===== config.mk =====
export PLATFORM = sky130hd
export DESIGN_NAME = asm_serial
export DESIGN_NICKNAME = d
export VERILOG_FILES = /design/src/core/asm_serial.v /design/src/core/asm_sync.v
export VERILOG_INCLUDE_DIRS = /design/src /design/src/core
export SDC_FILE = /design/constraint.sdc
export NUM_CORES = 1
export LEC_CHECK = 0
export BUFFER_PORTS_ARGS = -buffer_cell sky130_fd_sc_hd__buf_2
export CAP_MARGIN = 20
export CORE_MARGIN = 2
export CORE_UTILIZATION = 54
export DETAILED_ROUTE_END_ITERATION = 7
export PLACE_DENSITY_LB_ADDON = 0.12
export RECOVER_POWER = 50
export SYNTH_ARGS = -nofsm -noshare
export SYNTH_HDL_FRONTEND = slang
export SYNTH_SLANG_ARGS = --single-unit
export TNS_END_PERCENT = 50

===== constraint.sdc =====
create_clock -name mclk -period 2.2 [get_ports mclk]
set_clock_uncertainty 0.2 [all_clocks]
set_input_delay 0.22 -clock mclk [delete_from_list [all_inputs] [get_ports mclk]]
set_output_delay 0.22 -clock mclk [all_outputs]
set_load 0.02 [all_outputs]

===== src/core/asm_regs.vh =====
// Register map, field positions, field codes and reset value for the serial block
`ifndef ASM_REGS_VH
`define ASM_REGS_VH
`define ASM_RS_DATA       1'b1
`define ASM_RS_CTRLSTAT   1'b0
`define ASM_CR_DIV_LO     0
`define ASM_CR_DIV_HI     1
`define ASM_CR_WS_LO      2
`define ASM_CR_WS_HI      4
`define ASM_CR_TXC_LO     5
`define ASM_CR_TXC_HI     6
`define ASM_CR_RIE        7
`define ASM_DIV_X1        2'b00
`define ASM_DIV_X16       2'b01
`define ASM_DIV_X64       2'b10
`define ASM_DIV_MRESET    2'b11
`define ASM_TXC_BREAK     2'b11
`define ASM_TXC_RTS_HIGH  2'b10
`define ASM_TXC_TIE       2'b01
`define ASM_SR_RX_FULL_FLAG       0
`define ASM_SR_TX_EMPTY_FLAG       1
`define ASM_SR_DCD        2
`define ASM_SR_CTS        3
`define ASM_SR_FE         4
`define ASM_SR_OVERRUN_FLAG       5
`define ASM_SR_PE         6
`define ASM_SR_IRQ        7
`define ASM_CTRL_RESET    8'h03
`endif


===== src/core/asm_serial.v =====
// Asynchronous serial interface with modem status and four registers
`timescale 1ns/1ps
`include "asm_regs.vh"
// Function
// - New transmit bits launch on falling transmit clock edge.
// - Receive data sampled on rising receive clock edge.
// - Clocks run at 1, 16 or 64 times the bit rate.
// - x16/x64 resynchronise internally; x1 needs externally aligned clock.
// - Serial data on both lines is NRZ.
// - Clear-to-send high forces transmit-empty low, status bit high.
// - Status bit 3 mirrors clear-to-send; master reset leaves it.
// - Request-to-send active low, set only by control register.
// - Carrier-detect high holds receiver disabled and initialised.
// - Carrier-detect rising raises interrupt when receive interrupt enabled.
// - Status bit 2 latches until status then data read, then follows.
// - Select and read/write decode transmit, receive, control, status.
// - Characters go least significant bit first, bit 0 first.
// - Unused received bits read zero; unused transmit bits ignored.
// - Status bit 0 sets on character transfer, clears on read.
// - Carrier-detect high makes receive-full read as empty.
// - Status bit 1 low from data write until transmission starts.
// - Framing error when first stop missing, updated at transfer.
// - Overrun at mid last bit; shown after prior character read.
// - Character sync kept in overrun; overrun cleared on data read.
// - Parity error when ones count disagrees, held with character.
// - No parity suppresses transmit parity and receive check.
// - Control bits 1..0 equal 11 apply master reset; else divide.
// - Control bits 4..2 select frame format, effective immediately.
// - Control bits 6..5 set request-to-send, transmit interrupt, break.
// - Control bit 7 enables receive-full and carrier-loss interrupts.
module asm_serial (
  // Clock and reset
  input  wire       mclk,
  input  wire       srst,
  // Processor bus
  input  wire       enable,
  input  wire       cs0,
  input  wire       cs1,
  input  wire       cs2_n,
  input  wire       register_select,
  input  wire       rw,
  input  wire [7:0] data_in,
  output reg  [7:0] data_out,
  output wire       data_oe_n,
  output wire       irq_out,
  output wire       irq_oe_n,
  // Modem side
  input  wire       transmit_clock_in,
  input  wire       receive_clock_in,
  input  wire       rxd,
  output reg        txd,
  input  wire       cts_n,
  output wire       rts_n,
  input  wire       dcd_n
);
  wire       e_s;
  wire       txc_s;
  wire       rxc_s;
  wire       rxd_s;
  wire       cts_s;
  wire       dcd_s;
  // Synchronised bus pins
  wire       cs0_s;
  wire       cs1_s;
  wire       cs2_n_s;
  wire       rs_s;
  wire       rw_s;
  wire [7:0] din_s;
  reg        e_d_reg;
  reg        txc_d_reg;
  reg        rxc_d_reg;
  reg        dcd_d_reg;
  reg  [7:0] ctrl_reg;
  reg  [7:0] tdr_reg;
  reg        tx_empty_flag_reg;
  reg  [7:0] rdr_reg;
  reg        rx_full_flag_reg;
  reg        fe_reg;
  reg        pe_reg;
  reg        overrun_flag_pend_reg;
  reg        overrun_flag_reg;
  reg        dcd_latch_reg;
  reg        stat_read_reg;
  // Transmitter
  reg  [3:0] tx_bit_reg;
  reg  [5:0] tx_cnt_reg;
  reg [10:0] tx_sh_reg;
  reg  [3:0] tx_len_reg;
  reg        tx_busy_reg;
  // Receiver
  reg        rx_busy_reg;
  reg  [5:0] rx_cnt_reg;
  reg  [3:0] rx_bit_reg;
  reg  [9:0] rx_sh_reg;

  asm_sync u_e   (.mclk(mclk), .srst(srst), .din(enable),            .dout(e_s));
  asm_sync u_txc (.mclk(mclk), .srst(srst), .din(transmit_clock_in), .dout(txc_s));
  asm_sync u_rxc (.mclk(mclk), .srst(srst), .din(receive_clock_in),  .dout(rxc_s));
  asm_sync u_rxd (.mclk(mclk), .srst(srst), .din(rxd),               .dout(rxd_s));
  asm_sync u_cts (.mclk(mclk), .srst(srst), .din(cts_n),             .dout(cts_s));
  asm_sync u_dcd (.mclk(mclk), .srst(srst), .din(dcd_n),             .dout(dcd_s));

  // Bus pins come from the processor's timing, so they pass two flops too
  asm_sync u_cs0 (.mclk(mclk), .srst(srst), .din(cs0),               .dout(cs0_s));
  asm_sync u_cs1 (.mclk(mclk), .srst(srst), .din(cs1),               .dout(cs1_s));
  asm_sync u_cs2 (.mclk(mclk), .srst(srst), .din(cs2_n),             .dout(cs2_n_s));
  asm_sync u_rs  (.mclk(mclk), .srst(srst), .din(register_select),   .dout(rs_s));
  asm_sync u_rw  (.mclk(mclk), .srst(srst), .din(rw),                .dout(rw_s));

  // Write data, one synchroniser per bit; it is stable long before enable falls
  genvar gi;
  generate
    for (gi = 0; gi < 8; gi = gi + 1) begin : g_din
      asm_sync u_din (.mclk(mclk), .srst(srst), .din(data_in[gi]), .dout(din_s[gi]));
    end
  endgenerate

  // Access decode, acting on the falling edge of enable
  wire       sel       = cs0_s & cs1_s & ~cs2_n_s;
  wire       e_fall    = e_d_reg & ~e_s;
  wire       acc       = sel & e_fall;
  wire       wr_tdr    = acc & rs_s & ~rw_s;
  wire       rd_rdr    = acc & rs_s & rw_s;
  wire       wr_ctrl   = acc & ~rs_s & ~rw_s;
  wire       rd_stat   = acc & ~rs_s & rw_s;
  wire       txc_fall  = txc_d_reg & ~txc_s;
  wire       rxc_rise  = rxc_s & ~rxc_d_reg;
  wire [1:0] div       = ctrl_reg[`ASM_CR_DIV_HI:`ASM_CR_DIV_LO];
  wire       mreset    = (div == `ASM_DIV_MRESET);
  wire [2:0] ws        = ctrl_reg[`ASM_CR_WS_HI:`ASM_CR_WS_LO];
  wire [1:0] txc       = ctrl_reg[`ASM_CR_TXC_HI:`ASM_CR_TXC_LO];
  wire       receive_interrupt_enable       = ctrl_reg[`ASM_CR_RIE];
  wire       len8      = ws[2];
  wire       par_en    = ~(ws[2] & ~ws[1]);
  wire       par_odd   = ws[0];
  wire       two_stop  = ~ws[1];
  wire [5:0] bit_top   = (div == `ASM_DIV_X64) ? 6'h3f :
                         (div == `ASM_DIV_X16) ? 6'h0f : 6'h00;
  wire [5:0] bit_mid   = {1'b0, bit_top[5:1]};
  wire       tx_tick   = txc_fall & (tx_cnt_reg == bit_top);
  wire       rx_tick   = rxc_rise & (rx_cnt_reg == bit_mid);
  wire [3:0] rx_last   = (len8 ? 4'h8 : 4'h7) + {3'h0, par_en};
  wire [7:0] tx_data   = len8 ? tdr_reg : {1'b0, tdr_reg[6:0]};
  wire       tx_par    = (^tx_data) ^ par_odd;

  always @(posedge mclk) begin
    if (srst) begin
      e_d_reg   <= 1'b0;
      txc_d_reg <= 1'b0;
      rxc_d_reg <= 1'b0;
      dcd_d_reg <= 1'b0;
    end else begin
      e_d_reg   <= e_s;
      txc_d_reg <= txc_s;
      rxc_d_reg <= rxc_s;
      dcd_d_reg <= dcd_s;
    end
  end

  // Control register
  always @(posedge mclk) begin
    if (srst) begin
      ctrl_reg <= `ASM_CTRL_RESET;
    end else if (wr_ctrl) begin
      ctrl_reg <= din_s;
    end
  end

  // Transmit data register and empty flag
  always @(posedge mclk) begin
    if (srst || mreset) begin
      tdr_reg  <= 8'h00;
      tx_empty_flag_reg <= 1'b1;
    end else if (wr_tdr) begin
      tdr_reg  <= din_s;
      tx_empty_flag_reg <= 1'b0;
    end else if (!tx_empty_flag_reg && tx_tick &&
                 !(tx_busy_reg && tx_bit_reg != tx_len_reg)) begin
      // Empty again as soon as the shifter takes the character
      tx_empty_flag_reg <= 1'b1;
    end
  end

  // Transmitter shifter, bits leave on falling clock edges
  always @(posedge mclk) begin
    if (srst || mreset) begin
      tx_busy_reg <= 1'b0;
      tx_cnt_reg  <= 6'h00;
      tx_bit_reg  <= 4'h0;
      tx_sh_reg   <= 11'h7ff;
      tx_len_reg  <= 4'h0;
      txd         <= 1'b1;
    end else begin
      if (txc_fall) begin
        tx_cnt_reg <= (tx_cnt_reg == bit_top) ? 6'h00 : tx_cnt_reg + 6'h01;
      end
      if (tx_tick) begin
        if (tx_busy_reg && tx_bit_reg != tx_len_reg) begin
          txd        <= tx_sh_reg[0];
          tx_sh_reg  <= {1'b1, tx_sh_reg[10:1]};
          tx_bit_reg <= tx_bit_reg + 4'h1;
        end else if (!tx_empty_flag_reg) begin
          txd         <= 1'b0;
          tx_busy_reg <= 1'b1;
          tx_bit_reg  <= 4'h0;
          if (len8) begin
            tx_sh_reg  <= {2'b11, par_en ? tx_par : 1'b1, tx_data};
            // Shifts after the start bit: data, parity, stop bits
            tx_len_reg <= 4'h9 + {3'h0, par_en} + {3'h0, two_stop};
          end else begin
            tx_sh_reg  <= {3'b111, tx_par, tx_data[6:0]};
            tx_len_reg <= 4'h9 + {3'h0, two_stop};
          end
        end else begin
          tx_busy_reg <= 1'b0;
          txd         <= (txc == `ASM_TXC_BREAK) ? 1'b0 : 1'b1;
        end
      end
    end
  end

  // Receiver: start detect, mid-bit sampling, transfer to data register
  // The stop bit is the sample taken at the finishing tick
  wire       rx_stop  = rxd_s;
  wire       rx_done  = rx_busy_reg & rx_tick & (rx_bit_reg == rx_last + 4'h1);
  wire       dcd_rise = dcd_s & ~dcd_d_reg;

  always @(posedge mclk) begin
    if (srst || mreset || dcd_s) begin
      rx_busy_reg <= 1'b0;
      rx_cnt_reg  <= 6'h00;
      rx_bit_reg  <= 4'h0;
      rx_sh_reg   <= 10'h000;
    end else if (rxc_rise) begin
      if (!rx_busy_reg) begin
        rx_cnt_reg <= 6'h00;
        if (!rxd_s) begin
          rx_busy_reg <= 1'b1;
          rx_cnt_reg  <= (bit_top == 6'h00) ? 6'h00 : 6'h01;
          rx_bit_reg  <= 4'h1;
        end
      end else begin
        rx_cnt_reg <= (rx_cnt_reg == bit_top) ? 6'h00 : rx_cnt_reg + 6'h01;
        if (rx_tick) begin
          if (rx_done) begin
            rx_busy_reg <= 1'b0;
            rx_bit_reg  <= 4'h0;
          end else begin
            rx_sh_reg  <= {rxd_s, rx_sh_reg[9:1]};
            rx_bit_reg <= rx_bit_reg + 4'h1;
          end
        end
      end
    end
  end

  // Received data aligned to low bits
  // rx_last bits entered from the top of a ten-bit shifter
  wire [9:0] rx_al = rx_sh_reg >> (4'ha - rx_last);
  wire [7:0] rx_dat = len8 ? rx_al[7:0] : {1'b0, rx_al[6:0]};
  wire       rx_par = len8 ? rx_al[8] : rx_al[7];
  wire       rx_perr = par_en & (((^rx_dat) ^ rx_par) != par_odd);

  // Receive data register and error flags
  always @(posedge mclk) begin
    if (srst || mreset) begin
      rdr_reg       <= 8'h00;
      rx_full_flag_reg      <= 1'b0;
      fe_reg        <= 1'b0;
      pe_reg        <= 1'b0;
      overrun_flag_pend_reg <= 1'b0;
      overrun_flag_reg      <= 1'b0;
    end else begin
      if (rd_rdr) begin
        if (overrun_flag_pend_reg) begin
          overrun_flag_reg      <= 1'b1;
          overrun_flag_pend_reg <= 1'b0;
        end else begin
          overrun_flag_reg <= 1'b0;
          rx_full_flag_reg <= 1'b0;
        end
      end
      if (rx_done) begin
        if (!rx_full_flag_reg || (rd_rdr && !overrun_flag_pend_reg)) begin
          rdr_reg  <= rx_dat;
          rx_full_flag_reg <= 1'b1;
          fe_reg   <= ~rx_stop;
          pe_reg   <= rx_perr;
        end else begin
          overrun_flag_pend_reg <= 1'b1;
        end
      end
    end
  end

  // Carrier-loss latch, cleared by status read followed by data read
  always @(posedge mclk) begin
    if (srst || mreset) begin
      dcd_latch_reg <= 1'b0;
      stat_read_reg <= 1'b0;
    end else begin
      if (dcd_rise) begin
        dcd_latch_reg <= 1'b1;
        stat_read_reg <= 1'b0;
      end else if (rd_stat && dcd_latch_reg) begin
        stat_read_reg <= 1'b1;
      end else if (rd_rdr && stat_read_reg) begin
        dcd_latch_reg <= 1'b0;
        stat_read_reg <= 1'b0;
      end
    end
  end

  wire st_rx_full_flag = rx_full_flag_reg & ~dcd_s;
  wire st_tx_empty_flag = tx_empty_flag_reg & ~cts_s;
  wire st_dcd  = dcd_latch_reg | dcd_s;
  wire irq_rx  = receive_interrupt_enable & (st_rx_full_flag | overrun_flag_reg | dcd_latch_reg);
  wire irq_tx  = (txc == `ASM_TXC_TIE) & st_tx_empty_flag;
  wire irq     = irq_rx | irq_tx;
  wire [7:0] status = {irq, pe_reg, overrun_flag_reg, fe_reg,
                       cts_s, st_dcd, st_tx_empty_flag, st_rx_full_flag};

  // Read data, driven while enable is high on a read
  always @(posedge mclk) begin
    if (srst) begin
      data_out <= 8'h00;
    end else if (sel && e_s && rw_s) begin
      data_out <= rs_s ? rdr_reg : status;
    end
  end

  // Pin drivers
  assign data_oe_n = ~(sel & e_s & rw_s);
  assign irq_out   = 1'b0;
  assign irq_oe_n  = ~irq;
  assign rts_n     = (txc == `ASM_TXC_RTS_HIGH);
endmodule


===== src/core/asm_sync.v =====
// Two-flop synchroniser for one asynchronous input
`timescale 1ns/1ps
module asm_sync (
  // Clock and reset
  input  wire mclk,
  input  wire srst,
  // Async in, synchronised out
  input  wire din,
  output wire dout
);
  reg meta_reg;
  reg sync_reg;
  always @(posedge mclk) begin
    if (srst) begin
      meta_reg <= 1'b0;
      sync_reg <= 1'b0;
    end else begin
      meta_reg <= din;
      sync_reg <= meta_reg;
    end
  end
  assign dout = sync_reg;
endmodule


==> run summary, run 1 <==
Outcome: finished, violations left
Failing checks: negative setup slack
Final ANT Viol Nets: 0
WS Path Type: flop to flop
Slew at the pin closest to its max-slew limit: 1.08 ns
Minimum clock period: 2.25 ns
Max layer used: met4
Clock root buffer master: clkbuf_8
CTS buffer count: 17
Final setup fails: 2
Dpl ws: -0.162 ns
Final std cells w/o fill: 776
First-pass GRT wire length: 18100 um
WL met2: 5410 um
Post-synthesis sequential area ratio: 48.8%
Met3 wire length: 265 um
Worst vdd ir: 0.528 mV
Cell with the largest stage delay on the worst path: or4_4
Metal-1 WL: 5170 um
Die ar.: 0.0104 mm^2
RD Place Congestion: 0.826
Die width: 102 um
Die Y: 102 um
Final Max Tran Viols: 0
Starting Density: 55.7%
R2R Path Start: ctrl_reg[1]
Async S/R FF share, synth: 0%
Syn-to-layout area delta: 27.9%
Yosys warnings: 0
Mapped Avg Cell Area: 9.49 um^2
Diode count: 0
CP startpoint: ctrl_reg[1]
Core Area: 0.00928 mm^2
Final wirelength: 10900 um
Yosys reg bits: 126
Primary FF master, synth: dfxtp_1
Mapped Cells: 545
Crit share post-route: 102%
Post-route worst setup slack: -0.0457 ns
Fmax: 445 MHz
CP top delay family: simple AND/OR/NAND/NOR gates
I/O Buffers: 32
Vias per std cell: 5.16
Clk Latency, worst-skew pair: 0.51 ns
Critical path buffers and inverters: 1
PD cells: 777 mW/mm^2
Synthesized cell area: 0.00517 mm^2
Core Rows: 35
Clock Pin Slew Worst Setup and Hold Paths: 0.06 ns
Total GRT Usage: 22.4%
CP peak stage delay: 0.51 ns
Cell area after layout: 0.00662 mm^2
Max_cap viols: 0
Leakage: 2.54 nW
Via Count: 4007
Detail Placement HPWL: 7250 um
First DRT Iteration DRCs: 117
Avg WL per Cell: 14.1 um
Synth Net Count: 572
Critical path peak fanout: 4
Filler cells: 727
Initial antenna violation count: 0
EDFF count, synth: 0
Crit path DAT: 2.48 ns
# clock sinks: 126
Share of cells above drive strength 1: 22.9%
# IOs: 34
Grt ovf: 0
Crit-path cells: ha_4 > and4b_1 > o21ai_4 > buf_4 > o21a_4 > or4_4 > a21oi_2
Required time worst endpoint: 2.44 ns
CP Launch Type: flop
Total Nets Final: 661
Hold_sp: g_din[3].u_din.meta_reg
Placed Cells: 714
DRT Pass-1 Iters: 4
Worst setup EP type: flop
Min-Delay Path Class: flop to flop
Placed cell area: 0.00567 mm^2
Number of global-route vias before repair: 3871
Htree depth: 4
Synth cell types: 64
Drt drc: 0
Worst slew margin: 28.3%
RSZ-0062 raised after global routing: true
Largest net degree at the start of global routing: 58
Max Root-Sink Buffers: 2
Final hold vios: 0
CTS tree: done
==> final timing paths <==
check                                            to  slack, ns  depth (start not counted)
worst min-delay path            g_din[3].u_din.dout       0.24                          1
worst max-delay path                  rx_bit_reg[3]      -0.05                          7
worst max register to register        rx_bit_reg[3]      -0.05                          7
worst min register to register  g_din[3].u_din.dout       0.24                          1
==> final cells by class <==
type,instances,area [um^2],share of cell area [%]
multi-input combinational,384,2620,39.5
clock inverter,15,165,2.50
clock buffer,17,414,6.26
inverter,8,30.0,0.454
sequential,126,2520,38.1
timing repair buffer,97,707,10.7
tap,129,161,2.44
==> synthesized netlist by cell type (7+ instances only) <==
cell	count	area, um^2
dfxtp_1	126	2520
nor2_1	88	330
nor2b_1	49	307
mux2i_1	35	350
nand2_1	35	131
a21oi_1	28	140
xnor2_1	25	219
clkbuf_1	19	71.3
nand3_1	16	80.1
xor2_1	11	96.3
inv_1	8	30.0
o311ai_1	7	61.3
==> routing by layer <==
metal	GRT usage [%]	vias up
li1	-	2035
met1	28.4	1887
met2	38.1	75
met3	5.40	10
met4	6.77	0
met5	0	-
==> layout by cell type, fill, tap and decap left out, drive strengths merged, types with 2 or more instances in the layout <==
| cell | instances |
|---|---|
| a211oi | 3 |
| a21oi | 28 |
| a311oi | 6 |
| and2 | 4 |
| and3 | 3 |
| and4b | 2 |
| buf | 67 |
| clkbuf | 27 |
| clkinv | 2 |
| clkinvlp | 2 |
| dfxtp | 126 |
| dlygate4sd3 | 20 |
| ha | 6 |
| inv | 18 |
| mux2 | 2 |
| mux2i | 35 |
| nand2 | 35 |
| nand2b | 6 |
| nand3 | 16 |
| nand4 | 6 |
| nand4b | 2 |
| nor2 | 90 |
| nor2b | 49 |
| nor3 | 5 |
| nor4 | 3 |
| nor4b | 2 |
| o211ai | 3 |
| o21ai | 7 |
| o311ai | 7 |
| o31ai | 2 |
| or3 | 4 |
| or4 | 2 |
| xnor2 | 25 |
| xor2 | 11 |
==> power by group <==
group,switching (mW),total [mW],internal [mW]
Clock,1.14,2.70,1.56
Combinational,0.0493,0.118,0.0683
Sequential,0.0160,2.33,2.32
Total,1.20,5.15,3.94
==> through the flow <==
step                      hold WS [ns]  setup TNS [ns]  util (%)  power, mW
after floorplan                  0.148               0         -       2.43
after global placement           0.218           -1.47      61.1       2.47
after detailed placement         0.223           -2.69      61.1       2.47
after CTS                        0.228          -0.610      70.3       5.19
after global routing             0.248           -1.40      71.3       5.33
final                            0.237         -0.0649      71.3       5.15
==> logic make-up (layout without fill, tap and decap cells) <==
kind of cell    count (synthesis)  in the layout  share of synthesized area (%)
xor+xnor                       36             36                           6.09
flops                         126            126                           48.8
fa+ha+maj                       7              7                           1.64
buf+inv                        37            137                           3.17
compound gates                 67             67                           9.70
simple gates                  234            236                           23.4
mux                            37             37                           7.21
other cells                     1              1                         0.0725
==> repair_timing <==
action	CTS	global route
endpoints found under the hold margin	30	0
hold buffers	20	0
resized for setup	13	18
pin swaps	8	9
setup endpoints to repair	37	33
cloned	1	1
setup buffers	5	3
==> worst reg2reg max path, stage by stage, from the launching register on <==
cell	delay (ns)
dfxtp_1	0.37
ha_4	0.23
and4b_1	0.29
o21ai_4	0.08
buf_4	0.16
o21a_4	0.20
or4_4	0.51
a21oi_2	0.14
(Power assumes the default switching activity.)
==> run 2: changes to the inputs <==
--- a/config.mk
+++ b/config.mk
@@ -6,6 +6,7 @@
 export SDC_FILE = /design/constraint.sdc
 export NUM_CORES = 1
 export LEC_CHECK = 0
+export ABC_AREA = 1
 export BUFFER_PORTS_ARGS = -buffer_cell sky130_fd_sc_hd__buf_2
 export CAP_MARGIN = 20
 export CORE_MARGIN = 2
==> run 2 against run 1 <==
Against the previous run: the run now ends clean; combinational power increased by 5%; synthesized area increased by 3.7%; cell area decreased by 2.5%; count of clock-buffer cells in the layout increased by 3; critical path depth increased by 3; cell count increased by 20%; worst setup slack improved by 0.19 ns; core utilization decreased by 5.0 points; sequential share of layout area increased by 0.94 points; clock power decreased by 7.4%; wire length increased by 5.4%.
==> run summary, run 2 <==
Outcome: finished clean
Clk Latency, worst-skew pair: 0.52 ns
RD Place Congestion: 0.873
PD cells: 767 mW/mm^2
Avg WL per Cell: 12.4 um
EDFF count, synth: 0
Mapped Avg Cell Area: 7.46 um^2
Switching share of power: 22.2%
First-pass GRT wire length: 19500 um
Dpl ws: -0.0547 ns
Total Nets Final: 813
Crit share post-route: 93.7%
CP Launch Type: flop
Post-route setup TNS: 0 ns
Slew at the pin closest to its max-slew limit: 0.774 ns
Clock Pin Slew Worst Setup and Hold Paths: 0.06 ns
Synthesized cell area: 0.00537 mm^2
Sw Pwr: 1.10 mW
Seq pwr share: 47.1%
DRT Pass-1 Iters: 5
Min-Delay Path Class: flop to flop
First DRT Iteration DRCs: 227
Final Max Tran Viols: 0
Clock root buffer master: clkbuf_8
Synth Net Count: 746
Worst vdd ir: 0.750 mV
R2r setup slk: 0.14 ns
Post-synth top area cell: dfxtp_1
Fmax: 485 MHz
Core Area: 0.00973 mm^2
# clock sinks: 126
Fin Hold WS: 0.194 ns
Filler cells: 835
Commonest non-fill, non-tap cell in the layout: nand2_1
WS Path Type: flop to flop
Primary FF master, synth: dfxtp_1
Syn-to-layout area delta: 20.3%
Final hold vios: 0
Vias per std cell: 4.97
Diode count: 0
Core Rows: 36
Initial antenna violation count: 0
Final setup fails: 0
Largest net degree at the start of global routing: 43
Yosys reg bits: 126
Max Root-Sink Buffers: 2
Drt drc: 0
Final wirelength: 11500 um
Crit path DAT: 2.26 ns
Most frequent cells in the layout: 148 x nand2_1, 126 x dfxtp_1, 107 x nor2_1
CTS buffer count: 17
Mapped Cells: 719
Die width: 104 um
Logic pwr share: 2.5%
Pint: 3.85 mW
Top-count cell post-synth: nand2_1
Share of the synthesized area in the top cell type: 47.0%
Number of global-route vias before repair: 4298
Worst setup EP type: flop
Grt ovf: 0
Htree depth: 4
Minimum clock period: 2.06 ns
Synth cell count leaders: 148 x nand2_1, 126 x dfxtp_1, 108 x nor2_1
Max_cap viols: 0
Fin util: 66.3%
Leakage: 2.72 nW
Required time worst endpoint: 2.40 ns
CTS tree: done
Total GRT Usage: 22.4%
Clock share of power: 50.4%
Post-synthesis sequential area ratio: 47.0%
Die Y: 104 um
Top cells by area, synth: dfxtp_1 47%, nand2_1 10%, nor2_1 7.6%
Yosys warnings: 0
Detail Placement HPWL: 8020 um
Critical path peak fanout: 7
Die ar.: 0.0107 mm^2
Starting Density: 55.1%
Synth cell types: 44
Share of cells above drive strength 1: 14.0%
# IOs: 34
Async S/R FF share, synth: 0%
Post-route worst setup slack: 0.140 ns
Worst slew margin: 48.4%
I/O Buffers: 32
Final ANT Viol Nets: 0
Via Count: 4635
==> run 2: cell types whose count changed after synthesis, moves of 9 or more <==
cell and delta:
nand3_1 +11, clkbuf_1 -16, nand2_1 +113, xnor2_1 -15, nor2b_1 -49, mux2i_1 -35, o21ai_0 +31, a31oi_1 +9
a21oi_1 +15, inv_1 +80, nor2_1 +20, inv_2 +9
==> run 2: layout make-up <==
| type | instances | area (um^2) | share of cell area, % |
|---|---|---|---|
| clock buffers | 20 | 455 | 7.06 |
| clock inverters | 12 | 86.3 | 1.34 |
| inverters | 102 | 398 | 6.17 |
| multi-input cells | 467 | 2340 | 36.3 |
| flip-flops and latches | 126 | 2520 | 39.1 |
| well taps | 133 | 166 | 2.58 |
| repair buffers | 72 | 480 | 7.44 |
==> run 2: worst paths after layout <==
| kind | to | startpoint | cells past startpoint |
|---|---|---|---|
| hold reg to reg | g_din[4].u_din.dout | g_din[4].u_din.meta_reg | 2 |
| setup / recovery | tx_sh_reg[8] | ctrl_reg[0] | 10 |
| setup reg to reg | tx_sh_reg[8] | ctrl_reg[0] | 10 |
| hold / removal | g_din[4].u_din.dout | g_din[4].u_din.meta_reg | 2 |
==> run 2: cell families after synthesis <==
family	Yosys count	synth area share [%]
compound gates	114	11.8
xor+xnor	22	3.59
fa+ha+maj	6	1.40
buf+inv	126	9.84
flops	126	47.0
other cells	1	0.0699
simple gates	324	26.2
==> run 2: power by group through the flow <==
stage | Combinational (mW) | Clock, mW | Sequential [mW]
3_3_place_gp | 0.0932 | 0 | 2.38
6_report | 0.124 | 2.50 | 2.33
3_5_place_dp | 0.0957 | 0 | 2.38
2_1_floorplan | 0.0650 | 0 | 2.38
5_1_grt | 0.141 | 2.64 | 2.33
4_1_cts | 0.123 | 2.54 | 2.33
==> run 2: what timing repair did <==
| action | 4_1_cts | 5_1_grt |
|---|---|---|
| hold endpoints to repair | 27 | 0 |
| resized for setup | 2 | 7 |
| pin swaps | 0 | 4 |
| hold buffers | 20 | 0 |
| setup buffers | 0 | 2 |
| endpoints found under the setup margin | 13 | 33 |
==> run 2: worst max-delay path: stages, from the launching register on <==
cell	delay, ns
dfxtp_1	0.33
inv_1	0.08
ha_4	0.28
nor3_2	0.20
a31oi_2	0.08
nor2_4	0.22
nand2_1	0.12
nor2_1	0.19
nand3_1	0.10
nand2_1	0.08
nand2_1	0.05
==> run 2: per-stage QoR <==
stage                     instances  cell area [um^2]  total power [mW]
final                           932              6450              4.95
after global routing            932              6450              5.12
after CTS                       930              6430              4.99
after detailed placement        878              5690              2.48
after global placement          878              5690              2.47
after floorplan                 719              5370              2.44
==> run 2: layer usage <==
layer  share of wire, %  wire length, um  global-route usage, %
met5                  0                0                      0
met4                1.4              158                   6.85
met3                2.8              325                   6.48
met2                 49             5640                   37.7
met1                 47             5410                   27.8
==> run 3: changes to the inputs <==
--- a/config.mk
+++ b/config.mk
@@ -12,7 +12,7 @@
 export CORE_MARGIN = 2
 export CORE_UTILIZATION = 54
 export DETAILED_ROUTE_END_ITERATION = 7
-export PLACE_DENSITY_LB_ADDON = 0.12
+export PLACE_DENSITY = 0.75
 export RECOVER_POWER = 50
 export SYNTH_ARGS = -nofsm -noshare
 export SYNTH_HDL_FRONTEND = slang
==> run 3 against run 2 <==
Against the previous run: critical endpoint is now tx_len_reg[1]; sequential cell count did not move; sequential power barely moved; largest power group unchanged; via count rose by 0.58%; maximum frequency fell by 0.34%; worst setup slack got worse by 0.0071 ns; die area did not move; non-clock buffer count fell by 3; global-route usage fell by 0.61 points; highest routed layer unchanged.
==> run summary, run 3 (synthesis results as in run 2) <==
Outcome: finished clean
First-pass GRT wire length: 19100 um
Endpoint, Worst Hold: u_cs2.dout
Core Area: 0.00973 mm^2
Max layer used: met4
I/O Buffers: 32
Most used cell, CP: nand2_1
Required time worst endpoint: 2.41 ns
Clk Latency, worst-skew pair: 0.52 ns
Commonest non-fill, non-tap cell in the layout: nand2_1
Share of cells above drive strength 1: 13.9%
Diode count: 0
Largest net degree at the start of global routing: 44
Metal-1 WL: 5300 um
R2r setup slk: 0.13 ns
Placed cell area: 0.00564 mm^2
Detail Placement HPWL: 7750 um
Core Rows: 36
# IOs: 34
Fin Hold WS: 0.201 ns
Final Max Tran Viols: 0
R2R Path Start: ctrl_reg[0]
Minimum clock period: 2.07 ns
Post-route setup TNS: 0 ns
Min-Delay Path Class: flop to flop
Initial antenna violation count: 0
# clock sinks: 126
Post-route worst setup slack: 0.133 ns
Total power: 5.14 mW
Multi-input logic area: 0.00236 mm^2
First DRT Iteration DRCs: 273
Clock Pin Slew Worst Setup and Hold Paths: 0.06 ns
Dpl ws: -0.101 ns
Critical path buffers and inverters: 1
Filler cells: 792
Logic pwr share: 2.4%
Die width: 104 um
Cell area after layout: 0.00649 mm^2
Max_cap viols: 0
Worst setup EP type: flop
Crit Reg-Reg Endpoint: tx_len_reg[1]
Clock share of power: 52.2%
CP peak stage delay: 0.34 ns
Final hold vios: 0
PD cells: 792 mW/mm^2
Crit-path cells: inv_1 > ha_4 > nor3_1 > a31oi_2 > nor2_4 > nand2_1 > nor2_2 > nand3_1 > nand2_1 > nor2_1
Number of global-route vias before repair: 4210
RD Place Congestion: 0.804
Most frequent cells in the layout: 147 x nand2_1, 126 x dfxtp_1, 107 x nor2_1
Max Root-Sink Buffers: 2
WHS Path Cells: 2
Final setup fails: 0
Hold_sp: u_cs2.meta_reg
CTS buffer count: 17
CP top delay family: simple AND/OR/NAND/NOR gates
CP Launch Type: flop
Seq. cell area: 0.00252 mm^2
Die ar.: 0.0107 mm^2
Slew at the pin closest to its max-slew limit: 0.793 ns
Final wirelength: 11500 um
Die Y: 104 um
DRT Pass-1 Iters: 5
CTS tree: done
Worst vdd ir: 0.604 mV
Clock root buffer master: clkbuf_8
Vias per std cell: 5.01
Grt ovf: 0
Cell with the largest stage delay on the worst path: dfxtp_1
Pint: 4.00 mW
Sw Pwr: 1.14 mW
WL met2: 5510 um
Crit share post-route: 94.0%
Total Nets Final: 811
Final ANT Viol Nets: 0
Critical path peak fanout: 7
Drt drc: 0
Met3 wire length: 551 um
Crit path DAT: 2.28 ns
Starting Density: 55.1%
Syn-to-layout area delta: 20.9%
R2R depth: 10
Seq pwr share: 45.4%
Htree depth: 4
Leakage: 2.73 nW
Switching share of power: 22.2%
Worst slew margin: 47.1%
Via Count: 4662
Total GRT Usage: 21.8%
Avg WL per Cell: 12.4 um
Fmax: 484 MHz
WS Path Type: flop to flop
==> run 3: repair_timing <==
action	in CTS	in global routing
setup endpoints to repair	21	32
gates cloned	0	1
setup buffers	0	5
pin swaps	0	4
hold endpoints to repair	31	0
gates resized for setup	3	9
hold buffers	20	0
==> run 3: tightest hold or removal path, cell delays in order, from the launching register on <==
cell	delay, ns
dfxtp_1	0.29
inv_1	0.04
nor2_1	0.03
==> run 3: layer usage <==
metal  global-route usage [%]  up-vias
met4                     6.66        0
li1                         -     2394
met3                     5.98       12
met5                        0        -
met2                     36.8      115
met1                     27.2     2141
==> run 3: worst max-delay path by stage <==
stage / startpoint / slack [ns] / endpoint / cells past startpoint
after floorplan: ctrl_reg[0] / 0.14 / rdr_reg[6] / 12
after global placement: ctrl_reg[0] / 0.04 / tx_sh_reg[4] / 8
after detailed placement: ctrl_reg[0] / -0.10 / tx_sh_reg[2] / 8
after CTS: u_rw.dout / 0.02 / data_oe_n / 5
after global routing: ctrl_reg[0] / -0.01 / rdr_reg[0] / 10
final: ctrl_reg[0] / 0.13 / tx_len_reg[1] / 10
==> run 3: area by class of cell <==
class	instances	area share, %
sequential	126	38.9
tap	133	2.57
clock inverter	15	2.47
clock buffer	17	6.38
multi-input combinational	468	36.4
inverter	102	6.13
timing repair buffer	69	7.16
==> run 3: power by group through the flow <==
| stage | Sequential [mW] | Combinational [mW] | Clock [mW] |
|---|---|---|---|
| floorplan | 2.38 | 0.0650 | 0 |
| global placement | 2.38 | 0.0893 | 0 |
| finish | 2.33 | 0.123 | 2.68 |
| detailed placement | 2.38 | 0.0912 | 0 |
| CTS | 2.33 | 0.119 | 2.72 |
| global route | 2.34 | 0.139 | 2.83 |
==> run 3: through the flow <==
step                utilization [%]  instances
floorplan                         -        719
global placement               58.0        872
detailed placement             58.0        872
CTS                            66.0        924
global route                   66.7        930
finish                         66.7        930
